`src/inc/pct_pkg.sv`:
```
// package of register offsets, fields, reset values and counts of the channel timebase
package pct_pkg;
    // ****************************************
    // register offsets (byte addresses)
    // ****************************************
    localparam logic [7:0] OFF_MODE = 8'h00;
    localparam logic [7:0] OFF_DUTY = 8'h04;
    localparam logic [7:0] OFF_PERIOD = 8'h08;
    localparam logic [7:0] OFF_COUNT = 8'h0c;
    localparam logic [7:0] OFF_UPDATE = 8'h10;
    localparam logic [7:0] OFF_ENABLE = 8'h14;
    localparam logic [7:0] OFF_DISABLE = 8'h18;
    localparam logic [7:0] OFF_STATUS = 8'h1c;
    localparam logic [7:0] OFF_FLAG = 8'h20;
    localparam logic [7:0] OFF_IRQ_EN = 8'h24;
    localparam logic [7:0] OFF_IRQ_CLR = 8'h28;
    localparam logic [7:0] OFF_DIV = 8'h2c;
    // ****************************************
    // mode register fields
    // ****************************************
    localparam int MODE_PRESCALE_LSB = 0;
    localparam int MODE_ALIGN_BIT = 8;
    localparam int MODE_LEVEL_BIT = 9;
    localparam int MODE_TARGET_BIT = 10;
    localparam logic [3:0] PRESCALE_MAX = 4'ha;
    localparam logic [3:0] SEL_CLK_A = 4'hb;
    localparam logic [3:0] SEL_CLK_B = 4'hc;
    // divider register: factor a in [7:0], factor b in [23:16]
    localparam int DIV_A_LSB = 0;
    localparam int DIV_B_LSB = 16;
    // ****************************************
    // widths and reset values
    // ****************************************
    localparam int CNT_W = 16;
    localparam logic [10:0] MODE_RESET = 11'h000;
    localparam logic [15:0] DUTY_RESET = 16'h0000;
    localparam logic [15:0] PERIOD_RESET = 16'h0000;
    localparam logic [7:0] DIV_RESET = 8'h00;
    localparam logic [31:0] READ_UNMAPPED = 32'h00000000;
endpackage

```
`src/pct_prescaler.sv`:
```
// prescaler: master tick counter and the selectable divided tick enables
`timescale 1ns/1ns
`default_nettype none
module pct_prescaler (
    // clock and reset
    input wire logic ref_clk,
    input wire logic rst_b,
    // configuration
    input wire logic [3:0] prescale_select,
    input wire logic [7:0] divider_a_factor,
    input wire logic [7:0] divider_b_factor,
    // tick out
    output logic tick
);
    typedef struct packed {
        logic [9:0] mck_cnt;
        logic [7:0] cnt_a;
        logic [7:0] cnt_b;
        logic tick_a;
        logic tick_b;
    } pct_pre_t;

    pct_pre_t st, next_st;
    logic [10:0] wrap;

    // a power-of-two divisor ticks when bit k-1 falls, i.e. once every 2^k cycles
    always_comb begin
        next_st = st;
        wrap = {(st.mck_cnt & ~(st.mck_cnt + 10'h001)), 1'b1};
        next_st.mck_cnt = st.mck_cnt + 10'h001;
        next_st.tick_a = 1'b0;
        next_st.tick_b = 1'b0;
        if (divider_a_factor != 8'h00 && st.cnt_a + 8'h01 >= divider_a_factor) begin
            next_st.cnt_a = 8'h00;
            next_st.tick_a = 1'b1;
        end else begin
            next_st.cnt_a = st.cnt_a + 8'h01;
        end
        if (divider_b_factor != 8'h00 && st.cnt_b + 8'h01 >= divider_b_factor) begin
            next_st.cnt_b = 8'h00;
            next_st.tick_b = 1'b1;
        end else begin
            next_st.cnt_b = st.cnt_b + 8'h01;
        end
        if (prescale_select <= pct_pkg::PRESCALE_MAX) begin
            tick = wrap[prescale_select];
        end else if (prescale_select == pct_pkg::SEL_CLK_A) begin
            tick = st.tick_a;
        end else if (prescale_select == pct_pkg::SEL_CLK_B) begin
            tick = st.tick_b;
        end else begin
            tick = 1'b0;
        end
    end

    always_ff @(posedge ref_clk) begin
        if (!rst_b) begin
            st <= '0;
        end else begin
            st <= next_st;
        end
    end
endmodule
`default_nettype wire

```
`src/pct_counter.sv`:
```
// channel counter: left or center aligned up/down count with period start marks
`timescale 1ns/1ns
`default_nettype none
module pct_counter (
    // clock and reset
    input wire logic ref_clk,
    input wire logic rst_b,
    // control
    input wire logic tick,
    input wire logic restart,
    input wire logic alignment_select,
    input wire logic [15:0] period_value,
    // state
    output logic [15:0] channel_count,
    output logic counting_down,
    output logic period_start
);
    typedef struct packed {
        logic [15:0] cnt;
        logic down;
        logic start;
    } pct_cnt_t;

    pct_cnt_t st, next_st;

    always_comb begin
        next_st = st;
        next_st.start = 1'b0;
        if (restart) begin
            next_st.cnt = 16'h0000;
            next_st.down = 1'b0;
            next_st.start = 1'b1;
        end else if (tick) begin
            if (!alignment_select) begin
                next_st.down = 1'b0;
                // wrap as the period value is reached, so a period is exactly period value ticks
                if ((st.cnt + 16'h0001) >= period_value) begin
                    next_st.cnt = 16'h0000;
                    next_st.start = 1'b1;
                end else begin
                    next_st.cnt = st.cnt + 16'h0001;
                end
            end else if (!st.down) begin
                // center: up to period then down to zero, twice as long
                if (st.cnt >= period_value) begin
                    next_st.down = 1'b1;
                    next_st.cnt = st.cnt - 16'h0001;
                end else begin
                    next_st.cnt = st.cnt + 16'h0001;
                end
            end else if (st.cnt <= 16'h0001) begin
                next_st.cnt = 16'h0000;
                next_st.down = 1'b0;
                next_st.start = 1'b1;
            end else begin
                next_st.cnt = st.cnt - 16'h0001;
            end
        end
    end

    always_ff @(posedge ref_clk) begin
        if (!rst_b) begin
            st <= '0;
        end else begin
            st <= next_st;
        end
    end

    assign channel_count = st.cnt;
    assign counting_down = st.down;
    assign period_start = st.start;
endmodule
`default_nettype wire

```
`src/pct_channel.sv`:
```
// top of one pwm channel timebase: register port, buffered update, output and flags
//
// Notes on behaviour
// - duty, period and update use only their low 16 bits.
// - left aligned prescaled: period is divisor times period value cycles.
// - center aligned: period is twice the left aligned figure.
// - divided clock a or b: period value times factor, doubled when centered.
// - enabling the channel clears its counter.
// - left aligned counter wraps to zero at the period value.
// - update register buffers writes so no glitched waveform appears.
// - at next period start update replaces duty (target 0) or period (1).
// - counter register is read only and shows the live count.
// - alignment select: 0 left aligned, 1 center aligned.
// - start level select: 0 starts low, 1 starts high.
// - enable write of 1 starts the channel, 0 has no effect.
// - period flag set per completed period, cleared by reading it; here the period start that follows an enable also sets it.
//
// Local design decisions: the plain strobed port and the register addresses.
`timescale 1ns/1ns
`default_nettype none
module pct_channel (
    // clock and reset
    input wire logic ref_clk,
    input wire logic rst_b,
    // register port
    input wire logic [7:0] reg_addr,
    input wire logic [31:0] reg_wdata,
    input wire logic reg_wr,
    input wire logic reg_rd,
    output logic [31:0] reg_rdata,
    // channel output and interrupt
    output logic pwm_out,
    output logic irq
);
    // ****************************************
    // state
    // ****************************************
    typedef struct packed {
        logic [3:0] prescale_select;
        logic alignment_select;
        logic start_level_select;
        logic update_target_select;
        logic [15:0] duty_value;
        logic [15:0] period_value;
        logic [15:0] update_value;
        logic update_pending;
        logic [7:0] divider_a_factor;
        logic [7:0] divider_b_factor;
        logic enabled;
        logic period_flag;
        logic irq_flag;
        logic irq_enable;
        logic restart;
        logic [31:0] rdata;
        logic out;
        logic irq_out;
    } pct_state_t;

    pct_state_t st, next_st;
    logic tick;
    logic [15:0] count;
    logic down;
    logic period_start;
    logic run_tick;
    logic active_level;

    // ****************************************
    // helpers
    // ****************************************
    function automatic logic addr_is(input logic [7:0] a, input logic [7:0] off);
        return a == off;
    endfunction

    // ****************************************
    // submodules
    // ****************************************
    pct_prescaler u_pre (
        .ref_clk(ref_clk),
        .rst_b(rst_b),
        .prescale_select(st.prescale_select),
        .divider_a_factor(st.divider_a_factor),
        .divider_b_factor(st.divider_b_factor),
        .tick(tick)
    );

    // the counter stands still while the channel is off
    assign run_tick = tick & st.enabled;

    pct_counter u_cnt (
        .ref_clk(ref_clk),
        .rst_b(rst_b),
        .tick(run_tick),
        .restart(st.restart),
        .alignment_select(st.alignment_select),
        .period_value(st.period_value),
        .channel_count(count),
        .counting_down(down),
        .period_start(period_start)
    );

    // ****************************************
    // next state
    // ****************************************
    always_comb begin
        next_st = st;
        next_st.restart = 1'b0;
        active_level = 1'b0;
        // writes
        if (reg_wr) begin
            if (addr_is(reg_addr, pct_pkg::OFF_MODE)) begin
                next_st.prescale_select = reg_wdata[pct_pkg::MODE_PRESCALE_LSB +: 4];
                next_st.alignment_select = reg_wdata[pct_pkg::MODE_ALIGN_BIT];
                next_st.start_level_select = reg_wdata[pct_pkg::MODE_LEVEL_BIT];
                next_st.update_target_select = reg_wdata[pct_pkg::MODE_TARGET_BIT];
            end
            if (addr_is(reg_addr, pct_pkg::OFF_DUTY)) begin
                next_st.duty_value = reg_wdata[15:0];
            end
            if (addr_is(reg_addr, pct_pkg::OFF_PERIOD)) begin
                next_st.period_value = reg_wdata[15:0];
            end
            if (addr_is(reg_addr, pct_pkg::OFF_UPDATE)) begin
                next_st.update_value = reg_wdata[15:0];
                next_st.update_pending = 1'b1;
            end
            if (addr_is(reg_addr, pct_pkg::OFF_ENABLE) && reg_wdata[0]) begin
                next_st.enabled = 1'b1;
                next_st.restart = 1'b1;
            end
            if (addr_is(reg_addr, pct_pkg::OFF_DISABLE) && reg_wdata[0]) begin
                next_st.enabled = 1'b0;
            end
            if (addr_is(reg_addr, pct_pkg::OFF_IRQ_EN)) begin
                next_st.irq_enable = reg_wdata[0];
            end
            if (addr_is(reg_addr, pct_pkg::OFF_IRQ_CLR) && reg_wdata[0]) begin
                next_st.irq_flag = 1'b0;
            end
            if (addr_is(reg_addr, pct_pkg::OFF_DIV)) begin
                next_st.divider_a_factor = reg_wdata[pct_pkg::DIV_A_LSB +: 8];
                next_st.divider_b_factor = reg_wdata[pct_pkg::DIV_B_LSB +: 8];
            end
        end
        // reads: data in the following cycle only
        next_st.rdata = pct_pkg::READ_UNMAPPED;
        if (reg_rd) begin
            case (reg_addr)
                pct_pkg::OFF_MODE: begin
                    next_st.rdata = {21'h000000, st.update_target_select, st.start_level_select,
                                     st.alignment_select, 4'h0, st.prescale_select};
                end
                pct_pkg::OFF_DUTY: begin
                    next_st.rdata = {16'h0000, st.duty_value};
                end
                pct_pkg::OFF_PERIOD: begin
                    next_st.rdata = {16'h0000, st.period_value};
                end
                pct_pkg::OFF_COUNT: begin
                    next_st.rdata = {16'h0000, count};
                end
                pct_pkg::OFF_STATUS: begin
                    next_st.rdata = {31'h00000000, st.enabled};
                end
                pct_pkg::OFF_FLAG: begin
                    next_st.rdata = {31'h00000000, st.period_flag};
                    next_st.period_flag = 1'b0;
                end
                pct_pkg::OFF_IRQ_EN: begin
                    next_st.rdata = {31'h00000000, st.irq_enable};
                end
                pct_pkg::OFF_DIV: begin
                    next_st.rdata = {8'h00, st.divider_b_factor, 8'h00, st.divider_a_factor};
                end
                default: begin
                    next_st.rdata = pct_pkg::READ_UNMAPPED;
                end
            endcase
        end
        // period boundary: flags and buffered update; set wins over clear
        if (period_start && st.enabled) begin
            if (!st.restart) begin
                next_st.period_flag = 1'b1;
                next_st.irq_flag = 1'b1;
            end
            if (st.update_pending) begin
                // applied only at a boundary, so the running period is never cut
                if (st.update_target_select) begin
                    next_st.period_value = st.update_value;
                end else begin
                    next_st.duty_value = st.update_value;
                end
                next_st.update_pending = reg_wr && addr_is(reg_addr, pct_pkg::OFF_UPDATE);
            end
        end
        // waveform: start level until the duty value is reached
        if (st.alignment_select) begin
            active_level = (count >= st.duty_value) || down;
            if (down) begin
                active_level = count >= st.duty_value;
            end
        end else begin
            active_level = count >= st.duty_value;
        end
        if (st.enabled) begin
            next_st.out = active_level ? ~st.start_level_select : st.start_level_select;
        end else begin
            next_st.out = st.start_level_select;
        end
        next_st.irq_out = next_st.irq_flag & next_st.irq_enable;
    end

    // ****************************************
    // registers
    // ****************************************
    always_ff @(posedge ref_clk) begin
        if (!rst_b) begin
            st <= '0;
            st.duty_value <= pct_pkg::DUTY_RESET;
            st.period_value <= pct_pkg::PERIOD_RESET;
            st.divider_a_factor <= pct_pkg::DIV_RESET;
            st.divider_b_factor <= pct_pkg::DIV_RESET;
        end else begin
            st <= next_st;
        end
    end

    assign reg_rdata = st.rdata;
    assign pwm_out = st.out;
    assign irq = st.irq_out;
endmodule
`default_nettype wire

```
`config.mk`:
```
export PLATFORM = sky130hd
export DESIGN_NAME = pct_channel
export DESIGN_NICKNAME = d
export VERILOG_FILES = /design/src/inc/pct_pkg.sv /design/src/pct_prescaler.sv /design/src/pct_counter.sv /design/src/pct_channel.sv
export SDC_FILE = /design/constraint.sdc
export NUM_CORES = 1
export LEC_CHECK = 0
export ABC_CLOCK_PERIOD_IN_PS = 4500
export BUFFER_PORTS_ARGS = -buffer_cell sky130_fd_sc_hd__buf_2
export CAP_MARGIN = 20
export CORE_ASPECT_RATIO = 1.2
export CORE_MARGIN = 4
export CORE_UTILIZATION = 55
export CTS_BUF_LIST = sky130_fd_sc_hd__clkbuf_8
export DETAILED_ROUTE_END_ITERATION = 10
export HOLD_SLACK_MARGIN = 0.15
export PLACE_DENSITY = 0.8
export SLEW_MARGIN = 20
export SYNTH_ARGS = -nofsm -noshare
export SYNTH_HDL_FRONTEND = slang
export SYNTH_SLANG_ARGS = --single-unit
```
`constraint.sdc`:
```
create_clock -name ref_clk -period 4.5 [get_ports ref_clk]
set_input_delay 1.35 -clock ref_clk [delete_from_list [all_inputs] [get_ports ref_clk]]
set_output_delay 1.35 -clock ref_clk [all_outputs]
set_load 0.01 [all_outputs]
```
* Yosys cells after proc, flatten, opt, wreduce, memory -nomap -nowiden
Cells that the tools add are included.
Word-level totals: word-level logic and storage cells 123, bits of input ports 44, register bits after elaboration 157, output and inout port bits 34
Operators by class: add/sub/neg operators 5, mux-type cells 44, eq/ne operators 13, reduce and logical (&&, ||, !) cells 21, order comparisons 8, bitwise gates (word level) 6
Operators with widths (count):
- $pmux W24 S8 | 1
- $mux W16 | 8
- $mux W66 | 1
- $mux W32 | 2
- $ge A16 B16 Y1 | 3
- $mux W17 | 2
- $eq A8 B5 Y1 const B | 4
- $eq A8 B6 Y1 const B | 4
- $mux W1 | 24
- $mux W18 | 1
- $add A16 B1 Y16 const B | 1
- $add A8 B1 Y8 const B | 2
- $eq A8 B4 Y1 const B | 2
- $ge A8 B8 Y1 | 2
- $le A16 B1 Y1 const B | 1
- $reduce_bool A8 Y1 | 2
- $sub A16 B1 Y16 const B | 1
- $reduce_and A2 Y1 | 6
- $add A10 B1 Y10 const B | 1
- $and A10 B10 Y10 | 1
- $not A10 Y10 | 1
- $eq A4 B4 Y1 const B | 2
- $eq A8 B3 Y1 const B | 1
- $logic_not A8 Y1 | 1
- other kinds (11) | 23

* Longest topological paths before layout
depth after elaboration 9, depth in mapped cells 15, mapped depth without buffers 12

* By module
From an unflattened synthesis, not the netlist that was laid out.
Unflattened totals: cell total of the unflattened synthesis 1076, area, all modules 9075.0 µm²
By module, submodules not included:
- pct_channel | times used 1, sequential area each 2062.0 µm², area an instance 5139.9 µm², cells an instance 595
- pct_counter | times used 1, sequential area each 360.3 µm², area an instance 2205.9 µm², cells an instance 293
- pct_prescaler | times used 1, sequential area each 560.5 µm², area an instance 1729.2 µm², cells an instance 188

* Worst setup path after synthesis
OpenSTA, ideal clock, no wires.
path type register to register, from reg u_cnt.st (netlist bit u_cnt.channel_count[1]), to reg u_cnt.st (netlist bit u_cnt.channel_count[15]), data arrival time 3030 ps, stages on the path, launching flop included 14, library setup time 75 ps, period minus slack after synthesis 3105 ps, required time 4425 ps, path buffers 2, slack 1395 ps, path through dfxtp_1 ha_1 and3_1 clkbuf_1 nand2_1 xnor2_1 ha_1 o21a_1 o2111a_1 a311o_2 o21ai_2 buf_6 nand3_1 a31oi_1
Between the ends: longest elaborated chain between the ends 4, elaborated cells between the ends (all ways) 10, those cells by class 2 x add/sub; 3 x order compare; 5 x mux
RTL lines:
- start, declared | RTL line pct_counter.sv:24 | pct_cnt_t st, next_st;
- start signal, assigned | RTL line pct_counter.sv:65 | st <= next_st;
- $add A16 B1 Y16, or another cell as far along | RTL line pct_counter.sv:37, pct_counter.sv:41, pct_counter.sv:49
- $ge A16 B16 Y1, or another cell as far along | RTL line pct_counter.sv:37 | if ((st.cnt + 16'h0001) >= period_value) begin
- $mux W16 or $mux W17 (tied branches) | RTL line pct_counter.sv:37, pct_counter.sv:43
- $mux W18 * | RTL line pct_counter.sv:34 | if (!alignment_select) begin
Every way passes the cells marked *; elsewhere a longest branch is shown, timed or not. A chain may end at the register's enable or synchronous reset.

* Final worst setup path
from reg u_cnt.st (netlist bit u_cnt.channel_count[1]), to reg u_cnt.st (netlist bit u_cnt.channel_count[6])
The elaborated chain is that of the path after synthesis.

==> flow_metrics.env <==
export IMPL_rsz0062_at_grt="no"
export IMPL_routed_wl_um=22200
export IMPL_cts_hold_buf=0
export IMPL_clockPowerShare_pct=43.2
export IMPL_cts_tree="yes"
export IMPL_ys_ff_latch=149
export IMPL_clockBufferDepth=2
export IMPL_die_w_um=123
export IMPL_antenna_found_initial=0
export IMPL_fmax_mhz=272
export IMPL_fillCellCount=1394
export IMPL_diodes=0
export IMPL_finalClockSkew_ps=13.1
export IMPL_synth_seq_area_share_pct=34.1
export IMPL_dieArea_um2=18000
export IMPL_setup_tns_ps=0
export IMPL_synth_ff_type="dfxtp_1"
export IMPL_finalCriticalPeriod_ps=3680
export IMPL_p_leak_nw=3.66
export IMPL_synth_top_area_share_pct=34.1
export IMPL_worstSetupStartpointType="flop"
export IMPL_grt_max_degree=70
export IMPL_yosysWarnings=0
export IMPL_drv_slew=0
export IMPL_fin_crit_sh_pct=81.7
export IMPL_nets=1186
export IMPL_synthesis_area_um2=8740
export IMPL_hold_class="flop to flop"
export IMPL_finalHoldViolations=0
export IMPL_gp_congestion=0.894
export IMPL_antenna_left=0
export IMPL_critPathMaxFanout=13
export IMPL_synth_edf_count=0
export IMPL_async_flop_share_pct=0
export IMPL_die_h_um=146
export IMPL_hpwl_um=15700
export IMPL_clkSlewWorstSetupHoldPaths_ps=90
export IMPL_crit_arrival_ps=4080
export IMPL_numCtsBuffers=17
export IMPL_ir_drop_v=0.000257
export IMPL_core_area_um2=15600
export IMPL_yosys_top_cells_count="dfxtp_1, nand2_1, nand3_1"
export IMPL_drt_first_pass_iters=5
export IMPL_power_switching_mw=0.607
export IMPL_outcome="complete, no violations"
export IMPL_ys_types=77
export IMPL_insertion_delay_ps=460
export IMPL_syn_inst=1059
export IMPL_swShare_pct=23.6
export IMPL_power_density_nw_per_um2=277
export IMPL_root_buffer="clkbuf_8"
export IMPL_drt_iter0_markers=800
export IMPL_crit_required_ps=4910
export IMPL_yosysMostFrequentCell="dfxtp_1"
export IMPL_rows=50
export IMPL_wl_per_cell_um=17.3
export IMPL_globalRouteOverflowTotal=0
export IMPL_start_util_pct=56.1
export IMPL_layout_drive_gt1_share_pct=12.6
export IMPL_grt_pass1_wl_um=36700
export IMPL_via_count=7817
export IMPL_cts_max_level=4
export IMPL_avgSynthCellArea_um2=8.25
export IMPL_max_cap_violations=0
export IMPL_portBuffers=61
export IMPL_post_place_ws_ps=909
export IMPL_crit_path_end_kind="flop"
export IMPL_grt_total_usage_pct=25.3
export IMPL_worst_pin_slew_ps=746
export IMPL_grt_pass1_vias=7453
export IMPL_post_cts_resize_count=0
export IMPL_io_pins=78
export IMPL_slew_limit_headroom_pct=50.3
export IMPL_post_cts_buffers=0
export IMPL_seqPwrFrac_pct=51.8
export IMPL_synthTopCellsByArea="dfxtp_1, ha_1, nand2_1"
export IMPL_setup_ws_ps=825
export IMPL_critPathKind="flop to flop"
export IMPL_numClockSinks=149
export IMPL_setup_viol=0
export IMPL_p_comb_share_pct=5.0
export IMPL_drcViolationCount=0
export IMPL_yosysTopAreaCell="dfxtp_1"
export IMPL_viasPerCell=6.09
export IMPL_intPower_mw=1.96
export IMPL_area_growth_pct=6.10
[critical path, stage by stage, from the launching register on]
cell      delay [ps]
dfxtp_1          630
ha_1             370
and3_1           390
nand2_1          120
xnor2_1          290
ha_1             310
o21ai_0          130
o21ai_0           90
o2111a_1         150
a311o_2          460
o21ai_2          300
a22o_1           250
a32o_1           140
[stage by stage]
stage                     utilization (%)  area [µm²]  hold slack, ps  total power [mW]  cells
after floorplan                         -        8760             433              1.45   1066
after global placement               56.8        8840             457              1.49   1252
after detailed placement             56.8        8840             465              1.49   1252
after CTS                            59.5        9270             477              2.58   1284
after global routing                 59.5        9270             500              2.65   1284
final                                59.5        9270             480              2.57   1284
[state kept, by name, summed over array words and instances, names as in the netlist]
name,count
irq,1
pwm_out,1
reg_rdata,24
st,77
u_cnt.channel_count,16
u_cnt.counting_down,1
u_cnt.period_start,1
u_pre.st,28
[worst paths after layout]
| check | startpoint | end | slack, ps | cells past startpoint |
|---|---|---|---|---|
| setup / recovery | u_cnt.channel_count[1] | u_cnt.channel_count[6] | 820 | 12 |
| hold / removal | st[56] | st[56] | 480 | 2 |
| setup reg to reg | u_cnt.channel_count[1] | u_cnt.channel_count[6] | 820 | 12 |
| hold reg to reg | st[56] | st[56] | 480 | 2 |
[final cells by class]
type | instances | area (µm²) | share of cell area [%]
Clock inverter | 12 | 154 | 1.66
Timing Repair Buffer | 77 | 425 | 4.59
Inverter | 53 | 199 | 2.15
Multi-Input combinational cell | 765 | 4970 | 53.7
Tap cell | 208 | 260 | 2.81
Sequential cell | 149 | 2980 | 32.2
Clock buffer | 20 | 275 | 2.97
[kinds of logic after synthesis]
kind of cell | count (synthesis) | share of synthesized area [%]
AND/OR/NAND/NOR | 413 | 22.7
buffers and inverters | 152 | 9.45
AO/OA/AOI/OAI | 227 | 18.3
adder cells (fa/ha/maj) | 79 | 11.3
other | 1 | 0.0429
flip-flops | 149 | 34.1
multiplexers | 7 | 0.959
XOR/XNOR | 31 | 3.11
[cell usage in the layout (no fill, tap or decap), types with 3 or more instances in the layout]
cell         n
nor4_1      11
a22oi_1     19
o221ai_1     4
clkinv_4     4
xor2_1      11
a211o_1      5
a31oi_1      7
and4_1       5
dfxtp_1    149
a21oi_1     76
or3_1        3
clkbuf_8    20
inv_1       54
buf_2       61
nand3_1     85
mux2i_1      5
ha_1        79
nand2_1    134
nand4_1      9
a222oi_1     9
o21ai_0     18
a211oi_1     7
and2_1      20
nor3_1      16
o21a_1       4
o22ai_1      7
buf_4       16
a21o_1       8
o2111ai_1    4
and3_1      11
xnor2_1     20
nor2b_1     15
nand2b_1     7
a311oi_1    34
nor2_1      77
conb_1       8
bufinv_16    3
[layer usage]
metal | up-vias | GRT usage [%] | wire length (µm)
met5 | - | 0 | 0
met4 | 0 | 11.4 | 824
met3 | 77 | 4.80 | 1410
met2 | 354 | 42.9 | 11100
met1 | 3639 | 30.7 | 8940
li1 | 3747 | - | -
[power groups by stage]
| stage | clock, mW | sequential [mW] | combinational [mW] |
|---|---|---|---|
| after floorplan | 0 | 1.36 | 0.0871 |
| after global placement | 0 | 1.36 | 0.124 |
| after detailed placement | 0 | 1.36 | 0.126 |
| after CTS | 1.13 | 1.33 | 0.127 |
| after global routing | 1.18 | 1.33 | 0.142 |
| final | 1.11 | 1.33 | 0.128 |
No activity file was read; power rests on OpenSTA's default activity.
